$ cat src/logic/tcsr_params.svh
// Offsets, field positions, write masks, reset values and counts of the config/status bank
`ifndef TCSR_PARAMS_SVH
`define TCSR_PARAMS_SVH

// ----------------------------------------------------------------------------
// Register offsets (six-bit host address)
// ----------------------------------------------------------------------------
`define TCSR_ADDR_W 6
`define TCSR_OFF_CFG0 6'h01
`define TCSR_OFF_CFG1 6'h02
`define TCSR_OFF_CFG2 6'h03
`define TCSR_OFF_RFST 6'h04
`define TCSR_OFF_CHST 6'h05

// ----------------------------------------------------------------------------
// Field positions
// ----------------------------------------------------------------------------
`define TCSR_CFG0_SILENT_BIT 7
`define TCSR_CFG0_LEVEL_HI 6
`define TCSR_CFG0_LEVEL_LO 4
`define TCSR_CFG0_ARBIT_BIT 3
`define TCSR_CFG0_SADDR_HI 2
`define TCSR_CFG0_SADDR_LO 0
`define TCSR_CFG1_KEEPCRC_BIT 7
`define TCSR_CFG1_VREG_HI 6
`define TCSR_CFG1_VREG_LO 2
`define TCSR_CFG1_RREG_HI 1
`define TCSR_CFG1_RREG_LO 0
`define TCSR_CFG2_PASS_BIT 6
`define TCSR_CFG2_EXT_BIT 5
`define TCSR_CFG2_POWM_HI 1
`define TCSR_CFG2_POWM_LO 0
`define TCSR_RFST_FIELD_BIT 7
`define TCSR_RFST_STATE_HI 6
`define TCSR_RFST_STATE_LO 3
`define TCSR_RFST_NOTVALID_BIT 2
`define TCSR_CHST_MEMSIZE_BIT 7
`define TCSR_CHST_BUSKIND_BIT 6
`define TCSR_CHST_KILL_HI 5
`define TCSR_CHST_KILL_LO 4
`define TCSR_CHST_AUTHLOCK_BIT 3

// ----------------------------------------------------------------------------
// Host write masks and read masks (1 = bit takes host data / bit is defined)
// ----------------------------------------------------------------------------
`define TCSR_CFG0_WMASK 8'h08
`define TCSR_CFG1_WMASK 8'h00
`define TCSR_CFG2_WMASK 8'h63
`define TCSR_RFST_RMASK 8'hFC
`define TCSR_CHST_RMASK 8'hF8

// ----------------------------------------------------------------------------
// Reset values and counts
// ----------------------------------------------------------------------------
`define TCSR_RST_BYTE 8'h00
`define TCSR_RST_STATE 4'h0
`define TCSR_UNMAPPED_DATA 8'h00
`define TCSR_SYNC_STAGES 2
`define TCSR_AUTH_W 3
`define TCSR_AUTH_LIMIT 7

// ----------------------------------------------------------------------------
// Tag state codes
// ----------------------------------------------------------------------------
`define TCSR_TS_POWER_OFF 4'h0
`define TCSR_TS_SENSE 4'h1
`define TCSR_TS_RESOLUTION 4'h3
`define TCSR_TS_RESOLUTION_L2 4'h2
`define TCSR_TS_SELECTED 4'h6
`define TCSR_TS_SECTOR_TWO 4'h7
`define TCSR_TS_SLEEP 4'h9
`define TCSR_TS_SLEEP_SENSE 4'hB
`define TCSR_TS_SLEEP_SENSE_L2 4'hA
`define TCSR_TS_SLEEP_SELECTED 4'hE
`define TCSR_TS_SLEEP_SECTOR_TWO 4'hF

`endif

$ cat src/logic/tcsr_pkg.sv
// Types shared by the tag config/status register bank
package tcsr_pkg;

   // ----------------------------------------------------------------------------
   // Host register request, one cycle
   // ----------------------------------------------------------------------------
   typedef struct packed {
      logic rd;
      logic wr;
      logic [5:0] addr;
      logic [7:0] wdata;
   } tcsr_host_req_t;

   // ----------------------------------------------------------------------------
   // Configuration bytes as held in the bank and in the EEPROM block
   // ----------------------------------------------------------------------------
   typedef struct packed {
      logic [7:0] cfg_byte_zero;
      logic [7:0] cfg_byte_one;
      logic [7:0] cfg_byte_two;
   } tcsr_cfg_t;

   // ----------------------------------------------------------------------------
   // Image delivered by the EEPROM reader at initialization
   // ----------------------------------------------------------------------------
   typedef struct packed {
      tcsr_cfg_t cfg;
      logic [1:0] chipkill;
      logic mem_size_flag;
      logic bus_kind_flag;
   } tcsr_eeprom_t;

   // Load sequencing of the bank
   typedef enum logic {TCSR_ST_WAIT, TCSR_ST_RUN} tcsr_load_t;

endpackage

$ cat src/logic/tcsr_sync.sv
// Two-stage synchroniser for pin-level inputs
`include "tcsr_params.svh"
module tcsr_sync
   import tcsr_pkg::*;
#(
   parameter int WIDTH = 1
)
(
   input wire logic clock,
   input wire logic reset_n,
   input wire logic [WIDTH-1:0] async_in,
   output logic [WIDTH-1:0] sync_out_r
);

   logic [WIDTH-1:0] meta_r;

   // Refuse a width the register stages cannot hold
   if (WIDTH < 1)
      $error("tcsr_sync: WIDTH must be at least 1");

   // First stage feeds only the second stage
   always_ff @(posedge clock or negedge reset_n)
   begin
      if (!reset_n)
      begin
         meta_r <= '0;
         sync_out_r <= '0;
      end
      else
      begin
         meta_r <= async_in;
         sync_out_r <= meta_r;
      end
   end

endmodule

$ cat src/logic/tcsr_rf_status.sv
// RF status byte: field presence, tag state and update flag
`include "tcsr_params.svh"
module tcsr_rf_status
   import tcsr_pkg::*;
(
   input wire logic clock,
   input wire logic reset_n,
   input wire logic field_present_s,
   input wire logic [3:0] tag_state,
   input wire logic tag_state_upd,
   output logic [7:0] rf_status_r
);

   // Field flag, state hold and update flag; reserved bits stay zero
   always_ff @(posedge clock or negedge reset_n)
   begin
      if (!reset_n)
         rf_status_r <= `TCSR_RST_BYTE;
      else
      begin
         rf_status_r[`TCSR_RFST_FIELD_BIT] <= field_present_s;
         rf_status_r[`TCSR_RFST_NOTVALID_BIT] <= tag_state_upd;
         if (!tag_state_upd)
            rf_status_r[`TCSR_RFST_STATE_HI:`TCSR_RFST_STATE_LO] <= tag_state;
         rf_status_r[1:0] <= 2'h0;
      end
   end

endmodule

$ cat src/logic/tcsr_regs.sv
// Configuration and status register bank of the dynamic tag
//
// Contract
// - cfg0 bit7 shows silent mode, read-only
// - cfg0 bits6:4 read-only silent voltage level
// - cfg0 bit3 writable, RF wins EEPROM access
// - cfg0 bits2:0 read-only slave address bits
// - config defaults load from EEPROM block
// - cfg1 bit7 shows frame check kept
// - cfg1 bits6:2 read-only regulator voltage code
// - cfg1 bits1:0 read-only regulator resistance code
// - cfg2 mirrors byte; bits6,5,1:0 writable
// - rf status bit7 shows field present
// - rf status bits6:3 hold tag state
// - rf status bit2 flags state updating
// - memory size, bus kind flags read-only
// - disable flags reset zero, load from EEPROM
// - bit3 zero at reset, shows auth lock
// - six-bit addresses; status registers read-only
// - set-default restores all but bus kind
`include "tcsr_params.svh"
module tcsr_regs
   import tcsr_pkg::*;
#(
   parameter int AUTH_W = `TCSR_AUTH_W,
   parameter int AUTH_LIMIT = `TCSR_AUTH_LIMIT
)
(
   input wire logic clock,
   input wire logic reset_n,
   input wire tcsr_host_req_t host_req,
   output logic [7:0] host_rdata_r,
   output logic host_rvalid_r,
   input wire logic ee_load,
   input wire tcsr_eeprom_t ee_image,
   input wire logic set_default,
   input wire logic field_present,
   input wire logic [3:0] tag_state,
   input wire logic tag_state_upd,
   input wire logic [AUTH_W-1:0] auth_fail_counter,
   output tcsr_cfg_t cfg_r,
   output logic [7:0] rf_status_r,
   output logic [7:0] chip_status_r,
   output logic loaded_r
);

   // ----------------------------------------------------------------------------
   // Declarations
   // ----------------------------------------------------------------------------
   localparam logic [AUTH_W-1:0] AUTH_LIMIT_V = AUTH_LIMIT[AUTH_W-1:0];

   tcsr_load_t load_st_r;
   tcsr_cfg_t cfg_copy_r;
   tcsr_eeprom_t image_hold_r;
   logic field_present_s;
   logic wr_ok;
   logic [7:0] rdata_nxt;
   logic [1:0] chip_prod_r;
   logic [1:0] chip_kill_r;
   logic [3:0] chip_low_r;

   // Refuse parameter values the lock compare cannot serve
   if (AUTH_W < 1 || AUTH_W > 16)
      $error("tcsr_regs: AUTH_W out of range");
   if (AUTH_LIMIT < 1 || AUTH_LIMIT >= (1 << AUTH_W))
      $error("tcsr_regs: AUTH_LIMIT does not fit AUTH_W");

   // ----------------------------------------------------------------------------
   // Pin synchroniser and RF status byte
   // ----------------------------------------------------------------------------
   tcsr_sync #(.WIDTH(1)) u_field_sync (
      .clock(clock),
      .reset_n(reset_n),
      .async_in(field_present),
      .sync_out_r(field_present_s)
   );

   tcsr_rf_status u_rf_status (
      .clock(clock),
      .reset_n(reset_n),
      .field_present_s(field_present_s),
      .tag_state(tag_state),
      .tag_state_upd(tag_state_upd),
      .rf_status_r(rf_status_r)
   );

   // ----------------------------------------------------------------------------
   // Load sequencing
   // ----------------------------------------------------------------------------

   // Wait for the EEPROM image before serving host writes
   always_ff @(posedge clock or negedge reset_n)
   begin
      if (!reset_n)
         load_st_r <= TCSR_ST_WAIT;
      else
      begin
         case (load_st_r)
            TCSR_ST_WAIT:
            begin
               if (ee_load)
                  load_st_r <= TCSR_ST_RUN;
            end
            TCSR_ST_RUN:
               load_st_r <= TCSR_ST_RUN;
            default:
               load_st_r <= TCSR_ST_WAIT;
         endcase
      end
   end

   // Loaded flag for the outside
   always_ff @(posedge clock or negedge reset_n)
   begin
      if (!reset_n)
         loaded_r <= 1'b0;
      else if (ee_load)
         loaded_r <= 1'b1;
   end

   // Keep the EEPROM image so that set-default can restore power-up values
   always_ff @(posedge clock or negedge reset_n)
   begin
      if (!reset_n)
      begin
         cfg_copy_r <= '0;
         image_hold_r <= '0;
      end
      else if (ee_load)
      begin
         cfg_copy_r <= ee_image.cfg;
         image_hold_r <= ee_image;
      end
   end

   // Host writes only once loaded and when no load or restore is under way
   assign wr_ok = host_req.wr && (load_st_r == TCSR_ST_RUN) && !ee_load && !set_default;

   // ----------------------------------------------------------------------------
   // Configuration registers
   // ----------------------------------------------------------------------------

   // Load and restore win over host writes; only masked bits take host data
   always_ff @(posedge clock or negedge reset_n)
   begin
      if (!reset_n)
         cfg_r <= '0;
      else if (ee_load)
         cfg_r <= ee_image.cfg;
      else if (set_default)
         cfg_r <= cfg_copy_r;
      else if (wr_ok)
      begin
         case (host_req.addr)
            `TCSR_OFF_CFG0:
               cfg_r.cfg_byte_zero <= (cfg_r.cfg_byte_zero & ~`TCSR_CFG0_WMASK)
                  | (host_req.wdata & `TCSR_CFG0_WMASK);
            `TCSR_OFF_CFG1:
               cfg_r.cfg_byte_one <= (cfg_r.cfg_byte_one & ~`TCSR_CFG1_WMASK)
                  | (host_req.wdata & `TCSR_CFG1_WMASK);
            `TCSR_OFF_CFG2:
               cfg_r.cfg_byte_two <= (cfg_r.cfg_byte_two & ~`TCSR_CFG2_WMASK)
                  | (host_req.wdata & `TCSR_CFG2_WMASK);
            default:
               cfg_r <= cfg_r;
         endcase
      end
   end

   // ----------------------------------------------------------------------------
   // Chip status register
   // ----------------------------------------------------------------------------

   // Production flags; bus kind is taken only at initial load
   always_ff @(posedge clock or negedge reset_n)
   begin
      if (!reset_n)
         chip_prod_r <= 2'h0;
      else if (ee_load)
      begin
         chip_prod_r[1] <= ee_image.mem_size_flag;
         chip_prod_r[0] <= ee_image.bus_kind_flag;
      end
      else if (set_default)
         chip_prod_r[1] <= image_hold_r.mem_size_flag;
   end

   // Permanent-disable flags from the image read at initialization
   always_ff @(posedge clock or negedge reset_n)
   begin
      if (!reset_n)
         chip_kill_r <= 2'h0;
      else if (ee_load)
         chip_kill_r <= ee_image.chipkill;
      else if (set_default)
         chip_kill_r <= image_hold_r.chipkill;
   end

   // Authentication lock follows the failure counter; reserved bits zero
   always_ff @(posedge clock or negedge reset_n)
   begin
      if (!reset_n)
         chip_low_r <= 4'h0;
      else
         chip_low_r <= {(auth_fail_counter >= AUTH_LIMIT_V), 3'h0};
   end

   // Status byte is only the concatenation of its flag registers, one driver each
   assign chip_status_r = {chip_prod_r, chip_kill_r, chip_low_r};

   // ----------------------------------------------------------------------------
   // Host read path
   // ----------------------------------------------------------------------------

   // Read mux: pure selection, nothing stored changes on a read
   always_comb
   begin
      case (host_req.addr)
         `TCSR_OFF_CFG0: rdata_nxt = cfg_r.cfg_byte_zero;
         `TCSR_OFF_CFG1: rdata_nxt = cfg_r.cfg_byte_one;
         `TCSR_OFF_CFG2: rdata_nxt = cfg_r.cfg_byte_two;
         `TCSR_OFF_RFST: rdata_nxt = rf_status_r & `TCSR_RFST_RMASK;
         `TCSR_OFF_CHST: rdata_nxt = chip_status_r & `TCSR_CHST_RMASK;
         default: rdata_nxt = `TCSR_UNMAPPED_DATA;
      endcase
   end

   // Registered read answer, one cycle after the request
   always_ff @(posedge clock or negedge reset_n)
   begin
      if (!reset_n)
      begin
         host_rdata_r <= `TCSR_RST_BYTE;
         host_rvalid_r <= 1'b0;
      end
      else
      begin
         host_rvalid_r <= host_req.rd;
         if (host_req.rd)
            host_rdata_r <= rdata_nxt;
      end
   end
endmodule

$ cat config.mk
export PLATFORM = sky130hd
export DESIGN_NAME = tcsr_regs
export DESIGN_NICKNAME = d
export VERILOG_FILES = /design/src/logic/tcsr_pkg.sv /design/src/logic/tcsr_sync.sv /design/src/logic/tcsr_rf_status.sv /design/src/logic/tcsr_regs.sv
export VERILOG_INCLUDE_DIRS = /design/src /design/src/logic
export SDC_FILE = /design/constraint.sdc
export NUM_CORES = 1
export LEC_CHECK = 0
export ABC_AREA = 1
export ABC_CLOCK_PERIOD_IN_PS = 1000
export BUFFER_PORTS_ARGS = -buffer_cell sky130_fd_sc_hd__buf_2
export CORE_MARGIN = 2
export CORE_UTILIZATION = 50
export DETAILED_ROUTE_END_ITERATION = 6
export GPL_ROUTABILITY_DRIVEN = 0
export PLACE_DENSITY = 0.79
export SLEW_MARGIN = 20
export SYNTH_ARGS = -nofsm -noshare
export SYNTH_HDL_FRONTEND = slang
export SYNTH_HIERARCHICAL = 1
export SYNTH_SLANG_ARGS = --single-unit
$ cat constraint.sdc
create_clock -name clock -period 1 [get_ports clock]
set_clock_uncertainty 0.05 [all_clocks]
set_input_delay 0.05 -clock clock [delete_from_list [all_inputs] [get_ports clock]]
set_output_delay 0.05 -clock clock [all_outputs]
set_load 0.02 [all_outputs]
# After elaboration in Yosys (flattened, before gate mapping)
# Index checks and enable logic that the tools add are counted.
# word_totals
wordCells	52
out_inout_bits	50
register_bits	75
input_bits	57
# classes
mux	12
reduce_logical	11
n_eq_ne	5
n_bitwise	3
magnitude_cmp	1
# ops
cell	count
24-bit 2-to-1 mux	3
8-bit case mux with 5 select lines	1
8-bit 2-to-1 mux	2
6-bit by 2-bit == test with 1-bit output (second input constant)	2
6-bit by 3-bit == test with 1-bit output (second input constant)	2
3-bit nonzero test	3
8-bit by 4-bit OR with 8-bit output	1
8-bit by 7-bit OR with 8-bit output	1
6-bit by 1-bit == test with 1-bit output (second input constant)	1
2-bit 2-to-1 mux	2
2-bit AND reduction	2
3-bit greater-or-equal comparator (second input constant)	1
1-bit logical AND	3
1-bit 2-to-1 mux	3
1-bit zero test	2
1-bit case mux with 2 select lines	1
2-bit nonzero test	1
1-bit inverter	1

# Depth between registers and ports, before layout
# depth
ltp_word	6
ltp_mapped	9
ltp_nobuf	9

# By module
# Netlist, hierarchy kept.
# by_module_without_submodules
mod	seq_area_each_um2	n_inst	area_per_inst_um2	cells_each
tcsr_regs	1676.6	1	3014.1	358
tcsr_rf_status	150.1	1	217.7	22
tcsr_sync	50.0	1	50.0	2

# Worst setup path after synthesis
# No wires, ideal clock.
# synth_timing
path_kind	reg2reg
from	register cfg_r[2] in the netlist's numbering
to	register host_rdata_r[2]
setup_slack_ns	0.047
path_buffers	0
setup_ns	0.117
stages_incl_launch_ff	7
required_ns	0.833
arrival_ns	0.786
period_less_slack_ns	0.953
cell_sequence	dfrtp_1 > inv_1 > nor2_1 > nor2_1 > nand2_1 > nand2_1 > nand2_1
# synth_via
elab_chain_len	1
# synth_rtl
item	line	text
start: declaration	tcsr_regs.sv:41	output tcsr_cfg_t cfg_r,
start signal: assignment	tcsr_regs.sv:149	cfg_r <= ee_image.cfg;
start signal: assignment	tcsr_regs.sv:151	cfg_r <= cfg_copy_r;
start signal: assignment	tcsr_regs.sv:165	cfg_r <= cfg_r;
8-bit case mux with 5 select lines	tcsr_regs.sv:218	case (host_req.addr)
end signal: assignment	tcsr_regs.sv:233	host_rdata_r <= `TCSR_RST_BYTE;
end signal: assignment	tcsr_regs.sv:240	host_rdata_r <= rdata_nxt;
end: declaration	tcsr_regs.sv:32	output logic [7:0] host_rdata_r,
# No other way between the ends.
# A chain may end at the register's enable or synchronous reset.

# Final worst setup path
# layout_timing
from	register cfg_r[3] in the netlist's numbering
to	register host_rdata_r[3]
# The elaborated chain is that of the path after synthesis.

==> reports/qor.yml <==
power_and_ir_drop:
  combPwrFrac_pct: 25.7
  p_seq_share_pct: 45.3
  peakVddDrop_mv: 1.15
  p_total_uw: 7740
  p_sw_share_pct: 32.5
  internal_power_uw: 5220
  switching_power_uw: 2520
  clkPwrFrac_pct: 28.9
  leakage_uw: 0.00275
  powerDensity_nw_per_um2: 1460
sta:
  fin_ws_ns: -0.136
  min_period_over_period_pct: 114
  drv_slew: 0
  tns_ns: -1.86
  finalSetupViolCount: 44
  timing_hold_violations_final: 4
  fmax_mhz: 880
  rsz0062_at_grt: "yes"
  worst_hold_slack_ns: -0.148
  final_period_minus_worst_setup_slack_ns: 1.14
global_route:
  grt.met2_usage_pct: 55.3
  use_met1_pct: 36.8
  first_global_vias: 3639
  grt_pass1_wl_um: 17600
  overflow: 0
  grtUsageMet3_pct: 7.68
  grt_max_degree: 27
  antenna_found_initial: 0
  busiest_layer: "met2"
  track_usage_pct: 31.5
run_status:
  violations: "DRC, hold timing, setup timing"
  status: "complete, but fails checks"
cells_and_area:
  layout-drive-gt1-share_pct: 35.7
  final_cell_mix: "125 x nand2_1, 74 x dfrtp_1, 61 x buf_6"
  regArea_sq_um: 1880
  finish.utilization_pct: 83.8
  finalInstanceArea_sq_um: 5320
  n_antenna_cell: 0
  multi_input_area_sq_um: 1250
  area_growth_pct: 62.1
  num-nets-final: 637
  fillCellCount: 327
  final_common_cell: "nand2_1"
clock_tree:
  cts_tree: "done"
  clkLatencyLatePin_ns: 0.37
  htree_levels: 3
  cts_root_buf: "clkbuf_8"
  ctsLongestPathBuffers: 2
  cts.sinks: 75
  clk_pin_slew_worst_paths_ns: 0.09
  ctsHoldBuffers: 44
  cts_buffers: 9
critical_path:
  cp_data_required_time_ns: 1.20
  crit_fanout: 3
  critPathTopFamily: "flip-flops"
  reg2reg_slack_ns: -0.14
  rr_worst_depth: 5
  crit_type: "reg2reg"
  critPathCaptureType: "flop"
  critical_path.slowest_cell: "dfrtp_2"
  crit_buf_inv: 1
  path_cells: "buf_6 -> nand4_1 -> nand2_1 -> nor2_1 -> a21oi_1"
  critPathLaunchType: "flop"
  r2r-end: "host_rdata_r[3]$_DFFE_PN0P_"
  critPathMaxStageDelay_ns: 0.45
  r2r-start: "cfg_r[3]$_DFFE_PN0P_"
  worstPathArrival_ns: 1.33
route:
  ant_nets: 0
  drt-pass1-iter-count: 7
  wl_per_cell_um: 17.7
  vias: 3704
  first_iter_violations: 449
  drc: 4
  routed_wirelength_um: 11700
  viasPerCell: 5.60
synth:
  syn_inst: 382
  yosysWarnings: 6
  avgSynthCellArea_sq_um: 8.59
  syn_area_sq_um: 3280
  ys_ff_latch: 75
  yosysSeqAreaShare_pct: 57.2
  synth_cell_types: 22
floorplanning:
  initial_core_util_pct: 51.7
  fp.dieH_um: 85.0
  dieArea_sq_um: 7230
  row_count: 29
  fp.dieW_um: 85.0
  core_area_sq_um: 6350
  io_pins: 107
hold_path:
  hold_end: "host_rvalid_r$_DFF_PN0_"
  worstHoldStart: "host_req[15]"
  min_path_type: "in2reg"
  holdPathStages: 1
placement:
  dp_hpwl_um: 6100
  place_area_sq_um: 3960
  portBuffers: 98
flow_run:
  maxCapViolations: 0
-- synth_stat cells (all sizes together) --
cell type	number	area [sq um]
a21oi	13	65.1
a31oi	19	119
and3	1	6.26
buf	17	104
clkbuf	5	18.8
conb	2	7.51
dfrtp	75	1880
inv	25	93.8
nand2	128	480
nand3	9	57.6
nand4	19	119
nor2	46	205
o21ai	21	116
or2	2	12.5
-- repair_timing --
item,in CTS,in global routing
gates resized for setup,79,43
pin swaps,5,22
buffers inserted,36,10
endpoints found under the hold margin,143,5
setup endpoints to repair,46,59
-- flip-flops by register name, indices dropped and copies added (netlist names) --
register / count
cfg_copy_r: 24
cfg_r: 24
host_rdata_r: 8
u_rf_status/rf_status_r: 6
image_hold_r: 3
chip_kill_r: 2
chip_prod_r: 2
chip_low_r: 1
host_rvalid_r: 1
load_st_r: 1
loaded_r: 1
u_field_sync/meta_r: 1
u_field_sync/sync_out_r: 1
-- power by group through the flow --
stage / Clock (uW) / Sequential [uW] / Combinational (uW)
finish: 2240 / 3510 / 1990
global route: 2390 / 3530 / 2120
CTS: 2230 / 3470 / 1760
detailed placement: 0 / 3550 / 1180
global placement: 0 / 3540 / 1150
floorplan: 0 / 3700 / 465
-- stage by stage --
stage | setup slack (ns) | hold WS, ns | std cells
after floorplan | 0.0473 | -0.296 | 385
after global placement | -0.0545 | -0.0868 | 556
after detailed placement | -0.103 | -0.0854 | 556
after CTS | -0.0509 | -0.148 | 652
after global routing | -0.181 | -0.157 | 662
final | -0.136 | -0.148 | 662
-- metal layers --
layer | up-vias | share of wire (%)
li1 | 1629 | -
met1 | 1735 | 36
met2 | 263 | 50
met3 | 77 | 8.5
met4 | 0 | 5.4
met5 | - | 0
-- cell type report --
type / count / share of cell area, %
sequential: 75 / 35.3
timing repair buffer: 206 / 34.2
multi-input combinational: 263 / 23.5
clock buffer: 9 / 2.33
tap: 77 / 1.81
inverter: 25 / 1.76
clock inverter: 7 / 1.11
-- how the worst max path moves through the flow --
stage / from / endpoint / slack [ns] / depth (start not counted)
floorplan: cfg_r[2]$_DFFE_PN0P_ / host_rdata_r[2]$_DFFE_PN0P_ / 0.05 / 6
global placement: host_req[13] / host_rdata_r[2]$_DFFE_PN0P_ / -0.05 / 9
detailed placement: host_req[13] / host_rdata_r[7]$_DFFE_PN0P_ / -0.10 / 7
CTS: cfg_r[10]$_DFFE_PN0P_ / host_rdata_r[2]$_DFFE_PN0P_ / -0.05 / 7
global route: cfg_r[3]$_DFFE_PN0P_ / host_rdata_r[3]$_DFFE_PN0P_ / -0.18 / 5
finish: cfg_r[3]$_DFFE_PN0P_ / host_rdata_r[3]$_DFFE_PN0P_ / -0.14 / 5
-- kinds of logic (layout without fill, tap and decap cells) --
| family | after synthesis | count (layout) | share of synthesized area [%] |
|---|---|---|---|
| AND/OR/NAND/NOR | 205 | 205 | 26.8 |
| AO/OA/AOI/OAI | 53 | 53 | 9.15 |
| buffers and inverters | 47 | 247 | 6.60 |
| other | 2 | 5 | 0.229 |
| flip-flops | 75 | 75 | 57.2 |
No activity file was read; power rests on OpenSTA's default activity.
